**src/rtl/asm_defines.svh**
```systemverilog
/*
 * Constants for the amplifier switch matrix control: reference-field codes,
 * reset values and gain-field codes.
 * Assumes inclusion by bare name from the design file.
 */
`ifndef ASM_DEFINES_SVH
`define ASM_DEFINES_SVH

`define ASM_REF_NONE 2'h0
`define ASM_REF_HIGH 2'h1
`define ASM_REF_MID 2'h2
`define ASM_REF_LOW 2'h3
`define ASM_RST_PIN_SEL 1'h1
`define ASM_RST_BIT 1'h0
`define ASM_RST_REF 2'h0
`define ASM_RST_GAIN 3'h0
`define ASM_GAIN_UNITY 6'h01
`define ASM_GAIN_STEP 6'h08

`endif

```
**src/rtl/asm_pkg.sv**
```systemverilog
/*
 * Types shared by the amplifier switch matrix control.
 * Assumes nothing beyond a SystemVerilog compiler.
 */
package asm_pkg;
    // Function assigned to one shared port pin
    typedef enum logic [1:0] {
        ASM_PIN_GPIO,
        ASM_PIN_NONINV_IN,
        ASM_PIN_INV_IN,
        ASM_PIN_AMP_OUT
    } asm_pin_func_t;
endpackage

```
**src/rtl/asm_switch_ctrl.sv**
```systemverilog
/*
 * Switch matrix control for two on-chip amplifiers: holds the software
 * control bits, applies hardware overrides, drives switch enables and
 * the function select of six shared port pins.
 * Assumes write strobes come from logic on clk_sys, one cycle wide.
 */
`timescale 1ns/100ps
`include "asm_defines.svh"

// Summary of operation
// - sw7_c follows amp-one-to-comparator enable
// - Noninv pin select forces reference field 00
// - Amp one disabled keeps sw6_c open
// - Pin selects and reference field drive amp-one switches
// - Amp-one feedback only while enabled, cleared otherwise
// - Amp-one pins: GPIO, input or output
// - Gain enable closes sw6_d/sw7_d; feedback closes sw9_d
// - Amp two disabled opens sw6_d, sw7_d, sw9_d
// - Amp-two pin, reference, amp-one path switches
// - Amp-two pins: GPIO, input or output
// - Gain plus inverting pin bypasses res_in
// - Gain field encodes one, then seven steps of eight
// - Amp two disable clears gain and feedback
// - Amp-two pin selects clear conflicting sources
module asm_switch_ctrl
    import asm_pkg::*;
(
    input wire logic clk_sys,
    input wire logic rst_n,
    input wire logic amp1Wr,
    input wire logic amp1ToComparatorEnIn,
    input wire logic amp1FeedbackEnIn,
    input wire logic [1:0] amp1RefSelectIn,
    input wire logic amp1NoninvPinSelIn,
    input wire logic amp1InvPinSelIn,
    input wire logic amp1EnableIn,
    input wire logic amp2Wr,
    input wire logic amp2FeedbackEnIn,
    input wire logic [1:0] amp2RefSelectIn,
    input wire logic amp2NoninvPinSelIn,
    input wire logic amp2InvPinSelIn,
    input wire logic amp2EnableIn,
    input wire logic amp2GainWr,
    input wire logic amp1ToAmp2InvIn,
    input wire logic amp1ToAmp2NoninvIn,
    input wire logic amp2GainEnableIn,
    input wire logic [2:0] amp2GainFieldIn,
    output logic amp1ToComparatorEn,
    output logic amp1FeedbackEn,
    output logic [1:0] amp1RefSelect,
    output logic amp1NoninvPinSel,
    output logic amp1InvPinSel,
    output logic amp1Enable,
    output logic amp2FeedbackEn,
    output logic [1:0] amp2RefSelect,
    output logic amp2NoninvPinSel,
    output logic amp2InvPinSel,
    output logic amp2Enable,
    output logic amp1ToAmp2Inv,
    output logic amp1ToAmp2Noninv,
    output logic amp2GainEnable,
    output logic [2:0] amp2GainField,
    output logic [5:0] amp2Gain,
    output logic sw4C,
    output logic sw5C,
    output logic sw6C,
    output logic sw7C,
    output logic sw8C,
    output logic sw9C,
    output logic sw10C,
    output logic sw4D,
    output logic sw5D,
    output logic sw6D,
    output logic sw7D,
    output logic sw8D,
    output logic sw9D,
    output logic sw11D,
    output logic sw12D,
    output logic sw13D,
    output logic sw14D,
    output logic resInBypass,
    output asm_pin_func_t portABit2Func,
    output asm_pin_func_t portABit3Func,
    output asm_pin_func_t portABit4Func,
    output asm_pin_func_t portABit5Func,
    output asm_pin_func_t portABit6Func,
    output asm_pin_func_t portABit7Func
);

    logic next_amp1ToComparatorEn;
    logic next_amp1FeedbackEn;
    logic [1:0] next_amp1RefSelect;
    logic next_amp1NoninvPinSel;
    logic next_amp1InvPinSel;
    logic next_amp1Enable;
    logic next_amp2FeedbackEn;
    logic [1:0] next_amp2RefSelect;
    logic next_amp2NoninvPinSel;
    logic next_amp2InvPinSel;
    logic next_amp2Enable;
    logic next_amp1ToAmp2Inv;
    logic next_amp1ToAmp2Noninv;
    logic next_amp2GainEnable;
    logic [2:0] next_amp2GainField;

    // Next register values; overrides act on the value being stored so a
    // read-back already shows the forced bits, not only the switches.
    // Each write strobe loads its whole group at once. The three groups
    // load independently, but the amp-two bits override the gain group,
    // so a gain write must come in the same cycle as or after the amp-two write.
    // The overrides are worked out on the post-write values of every
    // group. A disable of amp two, for example, also clears a gain enable
    // that a gain write stores in the same cycle. Software then never sees
    // a stored bit that the switches would ignore.
    // Trade-off: clearing the stored bits costs a little logic in the
    // next-value path. It saves software a read-modify-write to find
    // out which bits the hardware has dropped.
    always_comb begin
        next_amp1ToComparatorEn = amp1ToComparatorEn;
        next_amp1FeedbackEn = amp1FeedbackEn;
        next_amp1RefSelect = amp1RefSelect;
        next_amp1NoninvPinSel = amp1NoninvPinSel;
        next_amp1InvPinSel = amp1InvPinSel;
        next_amp1Enable = amp1Enable;
        next_amp2FeedbackEn = amp2FeedbackEn;
        next_amp2RefSelect = amp2RefSelect;
        next_amp2NoninvPinSel = amp2NoninvPinSel;
        next_amp2InvPinSel = amp2InvPinSel;
        next_amp2Enable = amp2Enable;
        next_amp1ToAmp2Inv = amp1ToAmp2Inv;
        next_amp1ToAmp2Noninv = amp1ToAmp2Noninv;
        next_amp2GainEnable = amp2GainEnable;
        next_amp2GainField = amp2GainField;
        if (amp1Wr) begin
            next_amp1ToComparatorEn = amp1ToComparatorEnIn;
            next_amp1FeedbackEn = amp1FeedbackEnIn;
            next_amp1RefSelect = amp1RefSelectIn;
            next_amp1NoninvPinSel = amp1NoninvPinSelIn;
            next_amp1InvPinSel = amp1InvPinSelIn;
            next_amp1Enable = amp1EnableIn;
        end
        if (amp2Wr) begin
            next_amp2FeedbackEn = amp2FeedbackEnIn;
            next_amp2RefSelect = amp2RefSelectIn;
            next_amp2NoninvPinSel = amp2NoninvPinSelIn;
            next_amp2InvPinSel = amp2InvPinSelIn;
            next_amp2Enable = amp2EnableIn;
        end
        if (amp2GainWr) begin
            next_amp1ToAmp2Inv = amp1ToAmp2InvIn;
            next_amp1ToAmp2Noninv = amp1ToAmp2NoninvIn;
            next_amp2GainEnable = amp2GainEnableIn;
            next_amp2GainField = amp2GainFieldIn;
        end
        // Hardware overrides come last so they win over any write
        if (next_amp1NoninvPinSel) begin
            next_amp1RefSelect = `ASM_REF_NONE;
        end
        if (!next_amp1Enable) begin
            next_amp1FeedbackEn = `ASM_RST_BIT;
        end
        if (!next_amp2Enable) begin
            next_amp2GainEnable = `ASM_RST_BIT;
            next_amp2FeedbackEn = `ASM_RST_BIT;
        end
        if (next_amp2NoninvPinSel) begin
            next_amp1ToAmp2Noninv = `ASM_RST_BIT;
            next_amp2RefSelect = `ASM_REF_NONE;
        end
        if (next_amp2InvPinSel) begin
            next_amp1ToAmp2Inv = `ASM_RST_BIT;
        end
    end

    // Control register bank, reset to power-on values
    // Both pin selects of each amplifier come up set, so that each amplifier
    // starts with its inputs on the port pins. Enables come up clear, so
    // every pin stays general I/O until software turns an amplifier on.
    // The reset branch loads constants only; the next values are taken
    // on every edge, since there is no clock enable.
    always_ff @(posedge clk_sys or negedge rst_n) begin
        if (!rst_n) begin
            amp1ToComparatorEn <= `ASM_RST_BIT;
            amp1FeedbackEn <= `ASM_RST_BIT;
            amp1RefSelect <= `ASM_RST_REF;
            amp1NoninvPinSel <= `ASM_RST_PIN_SEL;
            amp1InvPinSel <= `ASM_RST_PIN_SEL;
            amp1Enable <= `ASM_RST_BIT;
            amp2FeedbackEn <= `ASM_RST_BIT;
            amp2RefSelect <= `ASM_RST_REF;
            amp2NoninvPinSel <= `ASM_RST_PIN_SEL;
            amp2InvPinSel <= `ASM_RST_PIN_SEL;
            amp2Enable <= `ASM_RST_BIT;
            amp1ToAmp2Inv <= `ASM_RST_BIT;
            amp1ToAmp2Noninv <= `ASM_RST_BIT;
            amp2GainEnable <= `ASM_RST_BIT;
            amp2GainField <= `ASM_RST_GAIN;
        end else begin
            amp1ToComparatorEn <= next_amp1ToComparatorEn;
            amp1FeedbackEn <= next_amp1FeedbackEn;
            amp1RefSelect <= next_amp1RefSelect;
            amp1NoninvPinSel <= next_amp1NoninvPinSel;
            amp1InvPinSel <= next_amp1InvPinSel;
            amp1Enable <= next_amp1Enable;
            amp2FeedbackEn <= next_amp2FeedbackEn;
            amp2RefSelect <= next_amp2RefSelect;
            amp2NoninvPinSel <= next_amp2NoninvPinSel;
            amp2InvPinSel <= next_amp2InvPinSel;
            amp2Enable <= next_amp2Enable;
            amp1ToAmp2Inv <= next_amp1ToAmp2Inv;
            amp1ToAmp2Noninv <= next_amp1ToAmp2Noninv;
            amp2GainEnable <= next_amp2GainEnable;
            amp2GainField <= next_amp2GainField;
        end
    end

    // Amp-one switches decode straight from the stored bits, so they
    // follow a write at the next edge with no extra stage
    // The reference switches are also gated by the pin select, although
    // the stored field is already forced to zero. This keeps the pin
    // and an internal reference from meeting on the same node, should a
    // later change drop the override on the stored field.
    // The feedback switch is gated by the enable for the same reason.
    always_comb begin
        sw7C = amp1ToComparatorEn;
        sw4C = amp1NoninvPinSel;
        sw5C = amp1InvPinSel;
        sw6C = amp1Enable & amp1FeedbackEn;
        sw10C = (amp1RefSelect == `ASM_REF_HIGH) & ~amp1NoninvPinSel;
        sw9C = (amp1RefSelect == `ASM_REF_MID) & ~amp1NoninvPinSel;
        sw8C = (amp1RefSelect == `ASM_REF_LOW) & ~amp1NoninvPinSel;
    end

    // Amp-two switches; enable gates the feedback and gain network
    // The paths from amp one are blocked while the matching pin select is
    // set, so the amp-one output never shorts an external input pin.
    // The reference switches share the non-inverting node with the pin
    // and are blocked by its select in the same way.
    // The input resistor is bypassed only when the gain network is in use
    // and the inverting input comes straight from its pin.
    always_comb begin
        sw6D = amp2Enable & amp2GainEnable;
        sw7D = amp2Enable & amp2GainEnable;
        sw9D = amp2Enable & amp2FeedbackEn;
        sw4D = amp2NoninvPinSel;
        sw5D = amp2InvPinSel;
        sw11D = amp1ToAmp2Noninv & ~amp2NoninvPinSel;
        sw8D = amp1ToAmp2Inv & ~amp2InvPinSel;
        sw12D = (amp2RefSelect == `ASM_REF_HIGH) & ~amp2NoninvPinSel;
        sw13D = (amp2RefSelect == `ASM_REF_MID) & ~amp2NoninvPinSel;
        sw14D = (amp2RefSelect == `ASM_REF_LOW) & ~amp2NoninvPinSel;
        resInBypass = amp2Enable & amp2GainEnable & amp2InvPinSel;
    end

    // Gain: code 0 is unity, otherwise eight per step up to 56
    // The product is cut to six bits on purpose; the largest code gives
    // 56, so no gain value is lost by the cut.
    always_comb begin
        if (amp2GainField == `ASM_RST_GAIN) begin
            amp2Gain = `ASM_GAIN_UNITY;
        end else begin
            amp2Gain = 6'({3'h0, amp2GainField} * `ASM_GAIN_STEP);
        end
    end

    // Pin functions; a disabled amplifier hands all its pins back to GPIO
    // The output pin is claimed as soon as the amplifier is enabled.
    // Each input pin is claimed only while its select is set, except that gain mode
    // also claims the amp-two inverting pin. A user who leaves a select set while
    // the amplifier is off therefore keeps the pin as general I/O until the amplifier is enabled again.
    // Pin functions come from flip-flops through this decode only, so
    // they change in the same cycle as the switch enables.
    always_comb begin
        portABit2Func = ASM_PIN_GPIO;
        portABit3Func = ASM_PIN_GPIO;
        portABit4Func = ASM_PIN_GPIO;
        portABit5Func = ASM_PIN_GPIO;
        portABit6Func = ASM_PIN_GPIO;
        portABit7Func = ASM_PIN_GPIO;
        if (amp1Enable) begin
            portABit4Func = ASM_PIN_AMP_OUT;
            if (amp1NoninvPinSel) begin
                portABit2Func = ASM_PIN_NONINV_IN;
            end
            if (amp1InvPinSel) begin
                portABit3Func = ASM_PIN_INV_IN;
            end
        end
        if (amp2Enable) begin
            portABit7Func = ASM_PIN_AMP_OUT;
            if (amp2NoninvPinSel) begin
                portABit5Func = ASM_PIN_NONINV_IN;
            end
            // Gain mode needs the inverting pin even without its select
            if (amp2InvPinSel | amp2GainEnable) begin
                portABit6Func = ASM_PIN_INV_IN;
            end
        end
    end

endmodule

```
**config.mk**
```make
export PLATFORM = sky130hd
export DESIGN_NAME = asm_switch_ctrl
export DESIGN_NICKNAME = d
export VERILOG_FILES = /design/src/rtl/asm_pkg.sv /design/src/rtl/asm_switch_ctrl.sv
export VERILOG_INCLUDE_DIRS = /design/src /design/src/rtl
export SDC_FILE = /design/constraint.sdc
export NUM_CORES = 1
export LEC_CHECK = 0
export BUFFER_PORTS_ARGS = -buffer_cell sky130_fd_sc_hd__clkbuf_2
export CAP_MARGIN = 40
export CORE_MARGIN = 4
export CORE_UTILIZATION = 39
export CTS_CLUSTER_DIAMETER = 50
export DETAILED_ROUTE_END_ITERATION = 12
export PLACE_DENSITY = 0.82
export SYNTH_ARGS = -nofsm -noshare
export SYNTH_HDL_FRONTEND = slang
export SYNTH_SLANG_ARGS = --single-unit
```
**constraint.sdc**
```tcl
create_clock -name clk_sys -period 1.3 [get_ports clk_sys]
set_clock_uncertainty 0.15 [all_clocks]
set_input_delay 0.26 -clock clk_sys [delete_from_list [all_inputs] [get_ports clk_sys]]
set_output_delay 0.26 -clock clk_sys [all_outputs]
set_load 0.02 [all_outputs]
```
# Yosys cells after proc, flatten, opt, wreduce, memory -nomap -nowiden
# Cells that the tools add are included.
# classes
eq_ne	9
mux	30
bitwise	16
n_reduce_logical	5
# ops
op	n
2-to-1 mux 2 bit	10
2-to-1 mux 1 bit	19
AND 1 bit	12
equality test 2 bit (second input constant)	4
nonzero test 2 bit	4
2-to-1 mux 6 bit	1
!= test 2 bit (second input constant)	3
equality test 2 x 1 -> 1 bit (second input constant)	2
logical NOT 3 bit	1
NOT 1 bit	3
bitwise OR 1 bit	1
# totals
ff_bits	19
output_inout_bits	55
word_cells	75

# Logic depth before layout (Yosys ltp)
# Gate-level depths: netlist of run 1.
# logic_depth
ltp_word	3
mapped_depth	3
mapped_depth_nobuf	2

# Least setup slack after synthesis of run 1
# Ideal clock, no wire load.
# synth_timing
path_kind	reg2out
start	reg amp2Enable
end	out sw7D
arrival_ns	1.006
setup_slack_ns	-0.116
stages_incl_launch_ff	3
cell_sequence	dfrtp_1 > and2_1 > buf_4
# synth_via
elab_chain_cells	1
# synth_rtl
item	line	text
from (decl)	asm_switch_ctrl.sv:58	output logic amp2Enable,
from (signal assigned)	asm_switch_ctrl.sv:193	amp2Enable <= `ASM_RST_BIT;
from (signal assigned)	asm_switch_ctrl.sv:209	amp2Enable <= next_amp2Enable;
AND 1 bit	n/a	
to (decl)	asm_switch_ctrl.sv:74	output logic sw7D,
# Every way passes these cells.

# Worst setup path in the final report of run 1
# layout_timing
start	reg amp1NoninvPinSel
end	out sw10C
# layout_via
elab_chain_cells	2
# layout_rtl
item	line	text
from (decl)	asm_switch_ctrl.sv:51	output logic amp1NoninvPinSel,
from (signal assigned)	asm_switch_ctrl.sv:186	amp1NoninvPinSel <= `ASM_RST_PIN_SEL;
from (signal assigned)	asm_switch_ctrl.sv:202	amp1NoninvPinSel <= next_amp1NoninvPinSel;
NOT 1 bit	asm_switch_ctrl.sv:229	sw10C = (amp1RefSelect == `ASM_REF_HIGH) & ~amp1NoninvPinSel;
AND 1 bit	asm_switch_ctrl.sv:229	
to (decl)	asm_switch_ctrl.sv:70	output logic sw10C,
# Every way passes these cells.

==> metrics, run 1 <==
hold crit path type=input port to register; failing checks=setup timing; RSZ-0062 raised after global routing=yes; routed wire length=3080 um; ANT nets after route=0; crit start category=register; leakage=0.958 nW; CP endpoint kind=primary output; Seq/Total Area, Yosys=47.5%; placed cell count=180; hpwl dp=1870 um; max reg flops=3; Final period util=124%; total number of vias=935; Tot GR Track Use=15.6%; fin nets=194; drt pass-1 iters=3; fin worst setup slack=-0.314 ns; initial core utilization=40.9%; Cell variety after synth=23; initial antenna violation count=0; DRC violations left=0; Synth Register Bits=19; outcome=complete, but fails checks; Inserted Clock Buffers=3; Ports=79; core area=0.00248 mm2; first-pass GRT wire length=4180 um; H-tree depth=1; final instance area=0.00190 mm2; Arr. time, crit path=1.20 ns; Gate Count Post-Synth=93; Power Total=1.81 mW; Netlist Area Pre-Place=0.00101 mm2; Area after DPL=0.00129 mm2; CP Class=register to primary output; yosys warns=0; vias per inst=4.70; Clk Latency, worst-skew pair=0.29 ns; biggest regs=amp2GainField x3, amp1RefSelect x2, amp2RefSelect x2; # diodes=0; Cell Rows=18; CTS root buf=clkbuf_4; FF-to-FF setup slack=0.03 ns; Max FO, Critical Path=5; vias in the first global route=927; Layout Cells excl Fill=199; Final Hold Viols=0; Die ar.=0.00347 mm2; fin crit period=1.61 ns; PwrDens=954 mW/mm2; Worst IR Drop VDD=0.000833 V; Die Span X=58.9 um; Pins Over Slew Limit=0; Max Cap Viol=0; die height=58.9 um; fill count=156; layout overhead on the synthesized area=87.6%; Largest Register=amp2GainField; clock buffer depth=2; GRT overflow=0; Initial DRC Count=28; Setup Slack @ Placement=-0.0102 ns; DR WL/cell=15.5 um; final-report setup violation count=42; WP data required=0.89 ns; pin count of the biggest net entering global routing=20; Post-Syn Area per Cell=10.9 um2; Final GP Congestion=0.696; clock slew at reported path FFs=0.10 ns; Clock Sinks=19; PortBufs=72; Max Freq=620 MHz; layout cells sized above 1=78.7%; CTS tree=yes; utilization after layout=76.7%
synthesized netlist by cell type (all sizes together):
master	n	area, um2
nor2	8	30.0
clkbuf	3	11.3
and2	5	33.8
o21a	1	7.51
inv	4	15.0
and3	1	6.26
o2bb2ai	4	35.0
mux2	11	139
nor2b	4	25.0
nor3	1	5.00
nand2	2	7.51
dfstp	4	105
mux2i	2	20.0
o21ai	2	10.0
nand3	2	10.0
dfrtp	15	375
nand2b	4	25.0
conb	1	3.75
buf	19	148
power breakdown:
| group | switching, mW | internal, mW | total [mW] |
|---|---|---|---|
| Combinational | 0.346 | 0.442 | 0.788 |
| Sequential | 0.0756 | 0.654 | 0.729 |
| Clock | 0.176 | 0.119 | 0.295 |
| Total | 0.598 | 1.21 | 1.81 |
critical path: stages (launching register included):
cell      delay (ns)
dfstp_2         0.59
nand2b_4        0.14
nor2_1          0.04
buf_4           0.15
per-stage QoR:
step                hold slack [ns]  TNS [ns]
floorplan                    -0.186   -0.0610
global placement             0.0799         0
detailed placement           0.0891   -0.0102
CTS                          0.0235     -7.25
global route                 0.0265     -9.23
finish                       0.0349     -7.29
routing by layer:
metal  global-route usage, %  share of wire, %
met4                    3.88              0.94
met5                       0                 0
met3                    5.48                13
met2                    29.3                52
met1                    16.3                33
path summary, 6_finish.rpt:
check | from | end | depth (start not counted)
worst max register to register | amp2Enable | amp2GainEnable | 3
worst max-delay path | amp1NoninvPinSel | sw10C | 3
worst min register to register | amp1ToAmp2Noninv | amp1ToAmp2Noninv | 2
min in group asynchronous | rst_n | amp1FeedbackEn | 2
max in group asynchronous | rst_n | amp1NoninvPinSel | 2
worst min-delay path | amp2RefSelectIn[0] | amp2RefSelect[0] | 2
what timing repair did:
action / CTS / global route
setup endpoints to repair: 37 / 49
hold endpoints to repair: 15 / 0
buffers inserted: 7 / 7
pin swaps: 2 / 2
hold buffers: 1 / 0
gates resized for setup: 66 / 98
cells by family (layout without fill, tap and decap cells):
family	count (synthesis)	in the layout	share of synthesized area (%)
other	1	6	0.370
buffers and inverters	26	97	17.2
AND/OR/NAND/NOR	27	27	14.1
multiplexers	13	13	15.7
AO/OA/AOI/OAI	7	7	5.19
flip-flops	19	19	47.5
cell usage in the layout (no fill, tap or decap), types with 2 or more instances in the layout:
master     count
mux2i_1        2
buf_8         20
o2bb2ai_1      4
clkbuf_4       3
nor2_1         2
buf_2          3
buf_6         27
nand2b_4       4
clkbuf_2      24
clkbuf_8       5
mux2_2         7
nand2_2        2
dfrtp_2        6
nor2_2         6
o21ai_0        2
nand3_1        2
dfstp_2        4
and2_4         5
nor2b_1        4
dfrtp_1        9
mux2_4         4
inv_1          2
buf_4          9
inv_2          2
conb_1         6
final cells by class:
cell class                 count  area (um2)  share of cell area [%]
clock buffer                   4        26.3                    1.38
sequential                    19         488                    25.7
inverter                       4        15.0                   0.791
multi-input combinational     53         447                    23.5
tap                           30        37.5                    1.98
timing repair buffer          89         886                    46.6
(Power assumes the default switching activity.)
==> run 2, diff against run 1 <==
--- a/config.mk
+++ b/config.mk
@@ -8,9 +8,10 @@
 export LEC_CHECK = 0
 export BUFFER_PORTS_ARGS = -buffer_cell sky130_fd_sc_hd__clkbuf_2
 export CAP_MARGIN = 40
+export CORE_ASPECT_RATIO = 1.5
 export CORE_MARGIN = 4
 export CORE_UTILIZATION = 39
-export CTS_CLUSTER_DIAMETER = 50
+export CTS_CLUSTER_DIAMETER = 120
 export DETAILED_ROUTE_END_ITERATION = 12
 export PLACE_DENSITY = 0.82
 export SYNTH_ARGS = -nofsm -noshare
==> run 2 against run 1 <==
  * The flow still finishes with violations (setup timing)
  * Global-route usage grew 2.5 points
  * Cell count down 0.50%
  * Critical path type unchanged
  * Final area is 3.4% higher
  * Sequential power barely moved
  * Worst setup slack worse by 0.0018 ns
  * Clock-buffer cell count stayed put
  * Critical endpoint unchanged
  * Worst hold slack better by 0.015 ns
  * First-iteration DRC count decreased by 57%
  * Die area up 0.48%
  * Non-clock buffer count grew 5
==> metrics, run 2 (synthesized netlist as in run 1, its figures left out) <==
vias in the first global route=999; Largest Register=amp2GainField; fin crit period=1.62 ns; GRT overflow=0; Tot GR Track Use=18.1%; total number of vias=969; CP Launch Point=amp1NoninvPinSel; sw frac=33.3%; max reg flops=3; # diodes=0; leakage=0.985 nW; ANT nets after route=0; hpwl dp=1980 um; first-pass GRT wire length=4900 um; hold crit path type=input port to register; clock buffer depth=2; outcome=complete, but fails checks; Max FO, Critical Path=5; met1 WL=1220 um; WHS=0.0500 ns; clock slew at reported path FFs=0.10 ns; layout overhead on the synthesized area=93.9%; Clk Latency, worst-skew pair=0.28 ns; WL met3=281 um; drt pass-1 iters=4; final-report setup violation count=44; initial core utilization=40.9%; crit start category=register; clock network power share=15.6%; Ports=79; Die Span X=49.6 um; Combinational Power Share=44.7%; RSZ-0062 raised after global routing=yes; CP Class=register to primary output; PwrDens=941 mW/mm2; hold path startpoint=amp2GainFieldIn[1]; Final Hold Viols=0; WP data required=0.89 ns; routed wire length=3720 um; die height=70.4 um; Initial DRC Count=12; Max Freq=619 MHz; WL met2=2220 um; biggest regs=amp2GainField x3, amp1RefSelect x2, amp2RefSelect x2; Worst IR Drop VDD=0.000584 V; Int Power=1.23 mW; Seq pwr share=39.6%; layout cells sized above 1=79.3%; Setup Slack @ Placement=-0.0158 ns; top layer in use=met3; Final period util=124%; Inserted Clock Buffers=3; DRC violations left=0; CTS root buf=clkbuf_4; failing checks=setup timing; Worst R2R Start=amp2GainEnable; fin worst setup slack=-0.316 ns; CP endpoint kind=primary output; vias per inst=4.89; commonest cells after routing, fill and taps aside=buf_6 (25), clkbuf_2 (24), buf_8 (22), buf_4 (13); most common cell after layout, fill and taps aside=buf_6; DR WL/cell=18.8 um; Final GP Congestion=0.704; Arr. time, crit path=1.21 ns; pin count of the biggest net entering global routing=20; core area=0.00248 mm2; initial antenna violation count=0; PortBufs=72; H-tree depth=1; net switching power=614 uW; Clock Sinks=19; Pins Over Slew Limit=0; fin nets=199; Die ar.=0.00349 mm2; CTS tree=yes; Max Cap Viol=0; Cell Rows=22
## run 2: stage by stage
stage | instance area [um2] | power [mW] | utilization [%] | cells | setup TNS, ns
2_1_floorplan | 1040 | 1.06 | - | 98 | -0.0610
3_3_place_gp | 1290 | 1.18 | 52.1 | 175 | 0
3_5_place_dp | 1290 | 1.19 | 52.1 | 175 | -0.0313
4_1_cts | 1760 | 1.72 | 71.2 | 192 | -7.92
5_1_grt | 1960 | 1.92 | 79.2 | 198 | -9.56
6_report | 1960 | 1.85 | 79.2 | 198 | -7.67
## run 2: critical path, cell delays in order (launching register included)
cell	delay (ns)
dfstp_2	0.58
nand2b_4	0.14
nor2_2	0.05
clkbuf_8	0.15
## run 2: final cells by class
type | count | area, um2
inverter | 4 | 15.0
multi-input combinational | 53 | 447
sequential | 19 | 490
clock buffer | 4 | 26.3
fill | 137 | 514
timing repair buffer | 94 | 955
tap | 24 | 30.0
## run 2: final timing paths
path	endpoint	slack [ns]	depth (start not counted)
setup / recovery	sw10C	-0.32	3
hold / removal	amp2GainField[1]	0.05	2
min in group asynchronous	amp1ToAmp2Noninv	0.30	2
max in group asynchronous	amp1InvPinSel	0.35	2
hold reg to reg	amp1ToAmp2Noninv	0.40	2
setup reg to reg	amp2GainEnable	-0.04	4
## run 2: layer usage
layer	vias to the layer above	GRT usage, %
met3	0	2.99
met5	-	0
met1	473	17.2
li1	438	-
met4	0	2.77
met2	58	38.4
## run 2: power by group through the flow
stage / clock network, mW / logic, mW / registers (mW)
4_1_cts: 0.310 / 0.695 / 0.716
3_3_place_gp: 0 / 0.468 / 0.712
5_1_grt: 0.322 / 0.858 / 0.742
3_5_place_dp: 0 / 0.474 / 0.719
6_report: 0.289 / 0.826 / 0.732
2_1_floorplan: 0 / 0.285 / 0.773
## run 2: what timing repair did
item,in CTS,in global routing
hold buffers,1,0
setup buffers,12,6
pin swaps,2,2
gates resized for setup,84,83
hold endpoints to repair,15,0
setup endpoints to repair,42,49
